**config.mk**
```make
export PLATFORM = sky130hd
export DESIGN_NAME = ufm_core
export DESIGN_NICKNAME = d
export VERILOG_FILES = /design/src/ufm_pkg.sv /design/src/ufm_core.sv
export SDC_FILE = /design/constraint.sdc
export NUM_CORES = 1
export LEC_CHECK = 0
export BUFFER_PORTS_ARGS = -buffer_cell sky130_fd_sc_hd__buf_4
export CORE_MARGIN = 2
export CORE_UTILIZATION = 45
export DETAILED_ROUTE_END_ITERATION = 10
export PLACE_DENSITY = 0.58
export SLEW_MARGIN = 20
export SYNTH_ARGS = -nofsm -noshare
export SYNTH_HDL_FRONTEND = slang
export SYNTH_SLANG_ARGS = --single-unit
```
**constraint.sdc**
```tcl
create_clock -name core_clk_in -period 11.2 [get_ports core_clk_in]
set_clock_uncertainty 0.2 [all_clocks]
set_input_delay 1.68 -clock core_clk_in [delete_from_list [all_inputs] [get_ports core_clk_in]]
set_output_delay 1.68 -clock core_clk_in [all_outputs]
set_load 0.05 [all_outputs]
```
**src/ufm_pkg.sv**
```systemverilog
package ufm_pkg;
	localparam logic [7:0] ADDR_DATA = 8'h00;
	localparam logic [7:0] ADDR_DIV_HIGH = 8'h04;
	localparam logic [7:0] ADDR_IMASK = 8'h08;
	localparam logic [7:0] ADDR_LFMT = 8'h0C;
	localparam logic [7:0] ADDR_MCTL = 8'h10;
	localparam logic [7:0] ADDR_LSTAT = 8'h14;
	localparam logic [7:0] ADDR_MSTAT = 8'h18;
	localparam logic [7:0] ADDR_SCRATCH = 8'h1C;
	localparam logic [7:0] ADDR_XFEAT = 8'h20;
	localparam logic [7:0] ADDR_INFRARED_PULSE_WIDTH = 8'h24;
	localparam logic [7:0] ADDR_ENH = 8'h28;
	localparam logic [7:0] ADDR_RXIN = 8'h2C;
	localparam logic [7:0] ADDR_IRQ = 8'h30;
	localparam int XF_HALF_DUPLEX = 0;
	localparam int XF_IR_INVERT = 1;
	localparam int XF_AUTO_485 = 2;
	localparam int XF_BAD_NOW = 3;
	localparam int XF_XON_ANY = 4;
	localparam int XF_485_INV = 5;
	localparam int MC_DTR = 0;
	localparam int MC_RTS = 1;
	localparam int MC_OUT1 = 2;
	localparam int MC_OUT2 = 3;
	localparam int MC_LOOP = 4;
	localparam int MC_IR_EN = 6;
	localparam int MC_PRESCALE = 7;
	localparam int LF_DIV_ACCESS = 7;
	localparam int IM_LINE = 2;
	localparam int IM_MODEM = 3;
	localparam int EN_AUTO_CTS = 7;
	localparam int PE_BIT = 8;
	localparam int FE_BIT = 9;
	localparam int BI_BIT = 10;
	localparam logic [7:0] SCRATCH_RST = 8'hFF;
	localparam logic [7:0] INFRARED_PULSE_WIDTH_RST = 8'h00;
	localparam logic [7:0] DIV_RST = 8'h01;
	localparam logic [3:0] PRESCALE_DIV = 4'h4;
	localparam logic [4:0] OVERSAMPLE = 5'h10;
	localparam logic [4:0] IR_DEF_TICKS = 5'h03;
	localparam logic [1:0] RESP_OKAY = 2'h0;
	localparam logic [1:0] RESP_SLVERR = 2'h2;
endpackage

```
**src/ufm_core.sv**
```systemverilog
// Register access over AXI4-Lite and the placing of the registers are this design's own decisions.
module ufm_core #(
	parameter int FIFO_DEPTH = 32
) (
	// Clock and reset
	input wire logic core_clk_in,
	input wire logic rst_n_in,
	// AXI4-Lite write
	input wire logic [7:0] s_axi_awaddr_in,
	input wire logic s_axi_awvalid_in,
	output logic s_axi_awready_out,
	input wire logic [31:0] s_axi_wdata_in,
	input wire logic [3:0] s_axi_wstrb_in,
	input wire logic s_axi_wvalid_in,
	output logic s_axi_wready_out,
	output logic [1:0] s_axi_bresp_out,
	output logic s_axi_bvalid_out,
	input wire logic s_axi_bready_in,
	// AXI4-Lite read
	input wire logic [7:0] s_axi_araddr_in,
	input wire logic s_axi_arvalid_in,
	output logic s_axi_arready_out,
	output logic [31:0] s_axi_rdata_out,
	output logic [1:0] s_axi_rresp_out,
	output logic s_axi_rvalid_out,
	input wire logic s_axi_rready_in,
	// Receive side events
	input wire logic rx_push_in,
	input wire logic [10:0] rx_word_in,
	input wire logic software_flow_in,
	// Transmit side status
	input wire logic tx_busy_in,
	input wire logic tx_char_done_in,
	// Modem pins, active low; infrared force pin, active high
	input wire logic clear_to_send_n_in,
	input wire logic data_set_ready_n_in,
	input wire logic ring_indicator_n_in,
	input wire logic carrier_detect_n_in,
	input wire logic infrared_force_pin_in,
	// Serial pins
	input wire logic serial_rx_in,
	input wire logic infrared_rx_in,
	input wire logic tx_bit_in,
	output logic serial_tx_out,
	output logic infrared_tx_out,
	output logic request_to_send_n_out,
	output logic terminal_ready_n_out,
	output logic out1_n_out,
	output logic out2_n_out,
	// Internal outputs
	output logic rx_bit_out,
	output logic baud16_tick_out,
	output logic tx_allow_out,
	output logic xon_resume_out,
	output logic line_irq_out,
	output logic modem_irq_out
);
	localparam int PW = $clog2(FIFO_DEPTH);
	if (FIFO_DEPTH < 2 || FIFO_DEPTH > 256 || (FIFO_DEPTH & (FIFO_DEPTH - 1)) != 0)
	begin
		$error("FIFO_DEPTH must be a power of two from 2 to 256");
	end

	// Register file
	logic [7:0] xfeat_r, mctl_r, lfmt_r, imask_r, enh_r, scratch_r, infrared_pulse_width_r;
	logic [7:0] div_lo_r, div_hi_r;
	logic ir_seed_r;
	// Receive FIFO
	logic [10:0] fifo_mem [FIFO_DEPTH];
	logic [PW-1:0] wp_r, rp_r;
	logic [PW:0] cnt_r, errcnt_r;
	// Bus
	logic aw_held_r, w_held_r;
	logic [7:0] aw_addr_r;
	logic [31:0] w_data_r;
	logic [3:0] w_strb_r;
	logic bvalid_r, rvalid_r;
	logic [1:0] bresp_r, rresp_r;
	logic [31:0] rdata_r;
	// Modem sync and status
	logic [3:0] ms_s1_r, ms_s2_r, ms_s3_r;
	logic [3:0] delta_r;
	logic [3:0] lvl_prev_r;
	logic prev_valid_r;
	logic line_irq_r;
	logic bad_head_seen_r;
	// Baud
	logic [1:0] pre_cnt_r;
	logic [15:0] div_cnt_r;
	logic tx_stop_r;
	logic [8:0] ir_cnt_r;
	logic ir_prev_tx_r;
	logic [2:0] irx_s_r;
	logic ir_lvl_r;

	// Bus decode
	wire do_write = aw_held_r && w_held_r && !bvalid_r;
	wire do_read = s_axi_arvalid_in && !rvalid_r;
	wire div_mode = lfmt_r[ufm_pkg::LF_DIV_ACCESS];
	wire [7:0] wb = w_data_r[7:0];
	wire wr_lane = w_strb_r[0];
	wire wr_div_lo = do_write && wr_lane && div_mode && aw_addr_r == ufm_pkg::ADDR_DATA;
	wire wr_div_hi = do_write && wr_lane && div_mode && aw_addr_r == ufm_pkg::ADDR_DIV_HIGH;
	wire wr_hit = aw_addr_r inside {ufm_pkg::ADDR_DATA, ufm_pkg::ADDR_DIV_HIGH, ufm_pkg::ADDR_IMASK,
		ufm_pkg::ADDR_LFMT, ufm_pkg::ADDR_MCTL, ufm_pkg::ADDR_SCRATCH, ufm_pkg::ADDR_XFEAT,
		ufm_pkg::ADDR_INFRARED_PULSE_WIDTH, ufm_pkg::ADDR_ENH};
	wire rd_lstat = do_read && s_axi_araddr_in == ufm_pkg::ADDR_LSTAT;
	wire rd_mstat = do_read && s_axi_araddr_in == ufm_pkg::ADDR_MSTAT;
	wire rd_pop = do_read && !div_mode && s_axi_araddr_in == ufm_pkg::ADDR_DATA && cnt_r != '0;

	// FIFO
	wire push = rx_push_in && cnt_r != (PW+1)'(FIFO_DEPTH);
	wire [10:0] head = fifo_mem[rp_r];
	wire head_bad = cnt_r != '0 && (head[ufm_pkg::PE_BIT] || head[ufm_pkg::FE_BIT]
		|| head[ufm_pkg::BI_BIT]);
	wire push_bad = push && (rx_word_in[ufm_pkg::PE_BIT] || rx_word_in[ufm_pkg::FE_BIT]
		|| rx_word_in[ufm_pkg::BI_BIT]);
	wire pop_bad = rd_pop && head_bad;
	wire fifo_err = errcnt_r != '0;
	wire [7:0] lstat = {fifo_err, ~tx_busy_in, cnt_r == '0, head_bad ? head[10:8] : 3'h0,
		1'b0, cnt_r != '0};

	// Modem status
	wire [3:0] pin_lvl = ~{carrier_detect_n_in, ring_indicator_n_in, data_set_ready_n_in,
		clear_to_send_n_in};
	wire [3:0] stable = ms_s2_r & ms_s3_r | (ms_s2_r | ms_s3_r) & lvl_prev_r;
	wire loop = mctl_r[ufm_pkg::MC_LOOP];
	wire [3:0] lvl = loop ? {mctl_r[ufm_pkg::MC_OUT2], mctl_r[ufm_pkg::MC_OUT1],
		mctl_r[ufm_pkg::MC_DTR], mctl_r[ufm_pkg::MC_RTS]} : stable;
	wire [3:0] chg = prev_valid_r ? (lvl ^ lvl_prev_r) : 4'h0;
	// Ring end: active level falls, pin rises
	wire [3:0] dset = {chg[3], chg[2] & lvl_prev_r[2], chg[1:0]};
	wire [3:0] delta_nxt = (rd_mstat ? 4'h0 : delta_r) | dset;
	wire [7:0] mstat = {lvl, delta_r};

	// Baud generation
	wire [15:0] divisor = {div_hi_r, div_lo_r};
	wire pre_tick = mctl_r[ufm_pkg::MC_PRESCALE] ? pre_cnt_r == 2'(ufm_pkg::PRESCALE_DIV - 1)
		: 1'b1;
	wire baud16 = pre_tick && div_cnt_r <= 16'h0001;

	// Infrared encode and decode
	wire ir_en = mctl_r[ufm_pkg::MC_IR_EN];
	wire ir_start = tx_bit_in == 1'b0 && ir_prev_tx_r && ir_en;
	wire [8:0] ir_len = infrared_pulse_width_r == 8'h00 ? 9'(ufm_pkg::IR_DEF_TICKS) : {1'b0, infrared_pulse_width_r};
	wire ir_pulse = ir_cnt_r != '0;
	wire ir_level = infrared_rx_in ^ xfeat_r[ufm_pkg::XF_IR_INVERT];
	wire ir_blank = xfeat_r[ufm_pkg::XF_HALF_DUPLEX] && tx_busy_in;
	wire ir_rx_bit = ir_blank ? 1'b1 : ~ir_lvl_r;
	wire auto485 = xfeat_r[ufm_pkg::XF_AUTO_485];
	wire dir_lvl = tx_busy_in ^ xfeat_r[ufm_pkg::XF_485_INV];
	wire bad_now = xfeat_r[ufm_pkg::XF_BAD_NOW];
	wire head_new_bad = head_bad && !bad_head_seen_r;
	wire line_set = imask_r[ufm_pkg::IM_LINE] && (bad_now ? (push_bad || head_new_bad)
		: head_new_bad);

	always_ff @(posedge core_clk_in)
	begin
		if (!rst_n_in)
		begin
			xfeat_r <= 8'h00;
			mctl_r <= 8'h00;
			lfmt_r <= 8'h00;
			imask_r <= 8'h00;
			enh_r <= 8'h00;
			infrared_pulse_width_r <= ufm_pkg::INFRARED_PULSE_WIDTH_RST;
			scratch_r <= ufm_pkg::SCRATCH_RST;
			div_lo_r <= ufm_pkg::DIV_RST;
			div_hi_r <= 8'h00;
			ir_seed_r <= 1'b1;
		end
		else
		begin
			ir_seed_r <= 1'b0;
			if (ir_seed_r)
				mctl_r[ufm_pkg::MC_IR_EN] <= infrared_force_pin_in;
			if (do_write && wr_lane)
			begin
				case (aw_addr_r)
					ufm_pkg::ADDR_DIV_HIGH: imask_r <= div_mode ? imask_r : wb;
					ufm_pkg::ADDR_IMASK: imask_r <= wb;
					ufm_pkg::ADDR_LFMT: lfmt_r <= wb;
					ufm_pkg::ADDR_MCTL: mctl_r <= wb;
					ufm_pkg::ADDR_SCRATCH: scratch_r <= wb;
					ufm_pkg::ADDR_XFEAT: xfeat_r <= {2'h0, wb[5:0]};
					ufm_pkg::ADDR_INFRARED_PULSE_WIDTH: infrared_pulse_width_r <= wb;
					ufm_pkg::ADDR_ENH: enh_r <= wb;
					default: ;
				endcase
			end
			if (wr_div_lo)
				div_lo_r <= wb;
			if (wr_div_hi)
				div_hi_r <= wb;
		end
	end

	always_ff @(posedge core_clk_in)
	begin
		if (push)
			fifo_mem[wp_r] <= rx_word_in;
	end

	always_ff @(posedge core_clk_in)
	begin
		if (!rst_n_in)
		begin
			wp_r <= '0;
			rp_r <= '0;
			cnt_r <= '0;
			errcnt_r <= '0;
			bad_head_seen_r <= 1'b0;
			line_irq_r <= 1'b0;
		end
		else
		begin
			if (push)
				wp_r <= wp_r + 1'b1;
			if (rd_pop)
				rp_r <= rp_r + 1'b1;
			cnt_r <= cnt_r + (PW+1)'(push) - (PW+1)'(rd_pop);
			errcnt_r <= errcnt_r + (PW+1)'(push_bad) - (PW+1)'(pop_bad);
			bad_head_seen_r <= rd_pop ? 1'b0 : head_bad;
			// New event wins over the clearing read
			line_irq_r <= line_set || (line_irq_r && !rd_lstat);
		end
	end

	always_ff @(posedge core_clk_in)
	begin
		if (!rst_n_in)
		begin
			ms_s1_r <= 4'h0;
			ms_s2_r <= 4'h0;
			ms_s3_r <= 4'h0;
			lvl_prev_r <= 4'h0;
			prev_valid_r <= 1'b0;
			delta_r <= 4'h0;
			irx_s_r <= 3'h0;
			ir_lvl_r <= 1'b0;
		end
		else
		begin
			ms_s1_r <= pin_lvl;
			ms_s2_r <= ms_s1_r;
			ms_s3_r <= ms_s2_r;
			lvl_prev_r <= lvl;
			prev_valid_r <= 1'b1;
			delta_r <= delta_nxt;
			irx_s_r <= {irx_s_r[1:0], ir_level};
			// Level moves only once second and third stage agree
			if (irx_s_r[1] == irx_s_r[2])
				ir_lvl_r <= irx_s_r[2];
		end
	end

	always_ff @(posedge core_clk_in)
	begin
		if (!rst_n_in)
		begin
			pre_cnt_r <= 2'h0;
			div_cnt_r <= 16'h0000;
			tx_stop_r <= 1'b0;
			ir_cnt_r <= 9'h000;
			ir_prev_tx_r <= 1'b1;
		end
		else
		begin
			pre_cnt_r <= pre_tick ? 2'h0 : pre_cnt_r + 2'h1;
			if (pre_tick)
				div_cnt_r <= baud16 ? divisor : div_cnt_r - 16'h0001;
			// Stop only at a character boundary
			if (!enh_r[ufm_pkg::EN_AUTO_CTS] || lvl[0])
				tx_stop_r <= 1'b0;
			else if (tx_char_done_in || !tx_busy_in)
				tx_stop_r <= 1'b1;
			ir_prev_tx_r <= tx_bit_in;
			// Default width counts 16x ticks, programmed width counts clocks
			if (ir_start)
				ir_cnt_r <= ir_len;
			else if (ir_cnt_r != '0 && (infrared_pulse_width_r != 8'h00 || baud16))
				ir_cnt_r <= ir_cnt_r - 9'h001;
		end
	end

	always_ff @(posedge core_clk_in)
	begin
		if (!rst_n_in)
		begin
			aw_held_r <= 1'b0;
			w_held_r <= 1'b0;
			aw_addr_r <= 8'h00;
			w_data_r <= 32'h0000_0000;
			w_strb_r <= 4'h0;
			bvalid_r <= 1'b0;
			bresp_r <= ufm_pkg::RESP_OKAY;
			rvalid_r <= 1'b0;
			rresp_r <= ufm_pkg::RESP_OKAY;
			rdata_r <= 32'h0000_0000;
		end
		else
		begin
			if (s_axi_awvalid_in && s_axi_awready_out)
			begin
				aw_held_r <= 1'b1;
				aw_addr_r <= {s_axi_awaddr_in[7:2], 2'h0};
			end
			if (s_axi_wvalid_in && s_axi_wready_out)
			begin
				w_held_r <= 1'b1;
				w_data_r <= s_axi_wdata_in;
				w_strb_r <= s_axi_wstrb_in;
			end
			if (do_write)
			begin
				aw_held_r <= 1'b0;
				w_held_r <= 1'b0;
				bvalid_r <= 1'b1;
				bresp_r <= wr_hit ? ufm_pkg::RESP_OKAY : ufm_pkg::RESP_SLVERR;
			end
			else if (bvalid_r && s_axi_bready_in)
				bvalid_r <= 1'b0;
			if (do_read)
			begin
				rvalid_r <= 1'b1;
				rresp_r <= ufm_pkg::RESP_OKAY;
				case ({s_axi_araddr_in[7:2], 2'h0})
					ufm_pkg::ADDR_DATA: rdata_r <= {24'h0, div_mode ? div_lo_r : head[7:0]};
					ufm_pkg::ADDR_DIV_HIGH: rdata_r <= {24'h0, div_mode ? div_hi_r : imask_r};
					ufm_pkg::ADDR_IMASK: rdata_r <= {24'h0, imask_r};
					ufm_pkg::ADDR_LFMT: rdata_r <= {24'h0, lfmt_r};
					ufm_pkg::ADDR_MCTL: rdata_r <= {24'h0, mctl_r};
					ufm_pkg::ADDR_LSTAT: rdata_r <= {24'h0, lstat};
					ufm_pkg::ADDR_MSTAT: rdata_r <= {24'h0, mstat};
					ufm_pkg::ADDR_SCRATCH: rdata_r <= {24'h0, scratch_r};
					ufm_pkg::ADDR_ENH: rdata_r <= {24'h0, enh_r};
					ufm_pkg::ADDR_RXIN: rdata_r <= {24'h0, 7'h0, rx_bit_out};
					ufm_pkg::ADDR_IRQ: rdata_r <= {30'h0, modem_irq_out, line_irq_r};
					ufm_pkg::ADDR_XFEAT, ufm_pkg::ADDR_INFRARED_PULSE_WIDTH: rdata_r <= 32'h0000_0000;
					default:
					begin
						rdata_r <= 32'h0000_0000;
						rresp_r <= ufm_pkg::RESP_SLVERR;
					end
				endcase
			end
			else if (rvalid_r && s_axi_rready_in)
				rvalid_r <= 1'b0;
		end
	end

	// Bus handshakes
	assign s_axi_awready_out = !aw_held_r;
	assign s_axi_wready_out = !w_held_r;
	assign s_axi_bvalid_out = bvalid_r;
	assign s_axi_bresp_out = bresp_r;
	assign s_axi_arready_out = !rvalid_r;
	assign s_axi_rvalid_out = rvalid_r;
	assign s_axi_rresp_out = rresp_r;
	assign s_axi_rdata_out = rdata_r;

	// Serial and modem pins
	assign serial_tx_out = loop || ir_en ? 1'b1 : tx_bit_in;
	assign infrared_tx_out = ir_en && !loop && ir_pulse;
	assign rx_bit_out = loop ? tx_bit_in : (ir_en ? ir_rx_bit : serial_rx_in);
	assign request_to_send_n_out = loop ? 1'b1 : (auto485 ? dir_lvl
		: ~mctl_r[ufm_pkg::MC_RTS]);
	assign terminal_ready_n_out = loop | ~mctl_r[ufm_pkg::MC_DTR];
	assign out1_n_out = loop | ~mctl_r[ufm_pkg::MC_OUT1];
	assign out2_n_out = loop | ~mctl_r[ufm_pkg::MC_OUT2];
	assign baud16_tick_out = baud16;
	assign tx_allow_out = !tx_stop_r;
	assign xon_resume_out = software_flow_in && xfeat_r[ufm_pkg::XF_XON_ANY] && push;
	assign line_irq_out = line_irq_r;
	assign modem_irq_out = imask_r[ufm_pkg::IM_MODEM] && delta_r != 4'h0;
endmodule

```
==> metrics.md <==
| Metric | Value |
|---|---|
| Combined area of the multi-input logic cells | `7378 um2` |
| Top delay family on crit path | `multiplexers` |
| Dpl hpwl | `34880 um` |
| Post-Synth Simple-Gate Area | `0.1053` |
| Async SR Flop Fraction | `0` |
| Die height | `226.0 um` |
| Post-route clock period utilization | `0.4515` |
| Max Cap Violations | `0` |
| Input/output buffers | `79` |
| Total GRT Usage | `0.2158` |
| Xor/xnor cell area share of the yosys netlist | `0.01066` |
| Post-synthesis cell type count | `71` |
| CP peak stage delay | `0.74 ns` |
| Share of cells above drive strength 1 | `0.1816` |
| Most frequent CP cell | `nor2_1` |
| Synth Area in Adders | `0.01647` |
| Crit path max fanout | `37` |
| Hold WC Path Type | `reg2reg` |
| Number of setup violations in the final report | `0` |
| Count leader, synth | `edfxtp_1` |
| Total Wirelength | `54360 um` |
| Htree depth | `2` |
| EDFF count, synth | `352` |
| Critical path's slowest cell | `dfxtp_4` |
| Area leader, netlist | `edfxtp_1` |
| Place WS | `6.034 ns` |
| DRT iter0 DRCs | `1168` |
| Setup slack after layout | `6.144 ns` |
| Dominant cells by area after synthesis | `edfxtp_1, dfxtp_1, mux4_2` |
| Number of nets in the layout | `1837` |
| Critical Path AT | `5.32 ns` |
| Critical Path RT | `11.46 ns` |
| Clk_lat worst skew | `0.61 ns` |
| Largest family of logic cells by synthesized area | `multiplexers` |
| Synth top area share | `0.4764` |
| Final ANT Viol Nets | `0` |
| Setup crit end | `errcnt_r[4]` |
| Sw power | `1.200 mW` |
| Predominant post-synthesis flop cell | `edfxtp_1` |
| Reg-to-reg slack, setup | `6.14 ns` |
| DR WL/cell | `22.35 um` |
| Non-filler cells, final | `2432` |
| GP Congestion | `0.8894` |
| Core area | `48850 um2` |
| Worst r2r path cells | `16` |
| Mapped Area | `22190 um2` |
| CTS clk-pin slew, worst paths | `0.06 ns` |
| Maximum VDD drop | `119.1 uV` |
| Leakage | `8.528 nW` |
| RSZ-0062 raised after global routing | `no` |
| Clk sinks | `535` |
| Vias in the first global route | `13.20k` |
| Clk buf depth | `3` |
| Overflow after GRT | `0` |
| Area Growth Syn to Fin | `14.05%` |
| Critical path buffers and inverters | `2` |
| # fillers | `4198` |
| Internal | `3.527 mW` |
| Die W | `226.0 um` |
| Via count | `13.44k` |
| Clock tree from TritonCTS | `yes` |
| Compound-Gate Fraction of Synth Area | `0.06531` |
| # DRC | `0` |
| Worst setup SP type | `register` |
| Die area | `51090 um2` |
| Worst-Margin Slew | `1.085 ns` |
| Gates resized, CTS repair | `0` |
| Initial antenna violation count | `0` |
| PD cells | `186.8 nW/um2` |
| Pins Over Slew Limit | `0` |
| First drt pass iteration count | `5` |
| Worst R2R End | `errcnt_r[4]` |
| DP Cell Count | `2333` |
| Critical Path End Type | `register` |
| Clk network pwr share | `0.401` |
| Largest net degree at the start of global routing | `71` |
| First-pass GRT wire length | `81960 um` |
| Root buf cell | `clkbuf_16` |
| Setup_tns | `0 ns` |
| Crit-path cells | `buf_4 > mux4_2 > mux4_2 > mux2i_1 > o41ai_1 > nor2_1 > nor2b_1 > ha_1 > inv_1 > ha_1 > fa_1 > a21oi_1 > nor2_1 > nor2_1 > xor2_1 > nor2_1` |
| Final Hold Viols | `0` |
| Max-slew headroom | `0.2737` |
| Hold Buf Count CTS | `0` |
| Syn. warnings | `0` |
| Post-Syn Area per Cell | `13.51 um2` |
| # IOs | `135` |
| Vias/cell | `5.527` |
| #FFs+latches synth | `535` |
| Critical Path Stages | `16` |
| Post-Syn Instances | `1642` |
| Multiplexer share of the synthesized area | `0.1287` |
| Setup Crit Path Kind | `reg2reg` |
| Initial Util | `0.4542` |
| Antenna diodes | `0` |
| Register Area | `14240 um2` |
| Std cell rows | `81` |
| Flop pwr share | `0.472` |
| Sequential-to-total area share from yosys stat | `0.6416` |
| Number of CTS-inserted buffers | `56` |
| Post-layout min period | `5.056 ns` |
| Sw Ratio | `0.2539` |
| Status | `completed` |
| Power share of the combinational group | `0.127` |
| Post-CTS setup buffers | `0` |
| Fmax achieved | `197.8 MHz` |
| Commonest cells post-synth | `edfxtp_1, dfxtp_1, nor2_1, nand2_1, a21oi_1` |
==> cells by family (layout without fill, tap and decap cells) <==
group,count (synthesis),in the layout
buffers and inverters,147,248
and+or+nand+nor,492,492
other,1,26
AOI/OAI and AO/OA,235,235
xor gates and xnor gates,27,27
DFF,535,535
muxes,177,177
adders and majority gates,28,28
==> layer usage <==
metal / vias to the layer above / GRT usage / wire (um)
li1: 6249 / - / -
met1: 6788 / 0.2946 / 24230
met2: 316 / 0.3568 / 26410
met3: 88 / 0.03604 / 2455
met4: 0 / 0.06239 / 1257
met5: - / 0 / 0
==> cell usage in the layout, fill, tap and decap left out, types with 10 or more instances in the layout <==
master / netlist / routed
edfxtp_1: 352 / 352
dfxtp_1: 183 / 180
nor2_1: 170 / 157
nand2_1: 143 / 143
buf_4: 33 / 109
a21oi_1: 92 / 92
mux4_2: 86 / 86
mux2i_1: 85 / 85
clkbuf_16: 0 / 61
o21ai_0: 52 / 52
inv_1: 39 / 38
nor3_1: 26 / 26
nand3_1: 26 / 26
ha_1: 26 / 26
conb_1: 1 / 26
a22oi_1: 21 / 21
and2_1: 19 / 19
xnor2_1: 19 / 19
nand2b_1: 16 / 16
nor2_2: 2 / 15
nor2b_1: 13 / 13
or3_1: 11 / 11
clkbuf_1: 51 / 11
and3_1: 10 / 10
==> per-stage QoR <==
step                area [um2]  power [mW]  hold slack [ns]  utilization
floorplan                22280       2.695           0.1992            -
global placement         23390       2.856           0.2086       0.4788
detailed placement       23410       2.871           0.2230       0.4792
CTS                      25290       4.770           0.2342       0.5178
global route             25300       4.921           0.2510       0.5180
finish                   25300       4.727           0.2316       0.5180
==> power groups by stage <==
stage	Clock [mW]	Combinational [mW]	Sequential (mW)
3_5_place_dp	0	0.599	2.27
5_1_grt	2.01	0.673	2.24
2_1_floorplan	0	0.439	2.26
6_report	1.90	0.600	2.23
3_3_place_gp	0	0.586	2.27
4_1_cts	1.94	0.604	2.23
==> layout make-up <==
cell class	count	area share
clock buffers	75	0.06324
clock inverters	24	0.01113
well taps	664	0.03283
multi-input cells	985	0.2916
inverters	40	0.006032
flip-flops and latches	535	0.5628
repair buffers	109	0.03234
==> flip-flops by register name, summed over array words and instances, names as in the netlist, 8 cells and up, named ones only <==
signal,cells
fifo_mem,352
div_cnt_r,16
ir_cnt_r,9
div_hi_r,8
div_lo_r,8
enh_r,8
imask_r,8
infrared_pulse_width_r,8
lfmt_r,8
mctl_r,8
s_axi_rdata_out,8
scratch_r,8
w_data_r,8
==> worst min-delay path by stage <==
stage,from,end,slack (ns),cells past startpoint
global route,bad_head_seen_r,line_irq_out,0.25,1
detailed placement,pre_cnt_r[0],pre_cnt_r[0],0.22,1
CTS,pre_cnt_r[0],pre_cnt_r[0],0.23,1
floorplan,pre_cnt_r[0],pre_cnt_r[0],0.20,1
global placement,pre_cnt_r[0],pre_cnt_r[0],0.21,1
finish,pre_cnt_r[0],pre_cnt_r[0],0.23,1
(Power assumes the default switching activity.)
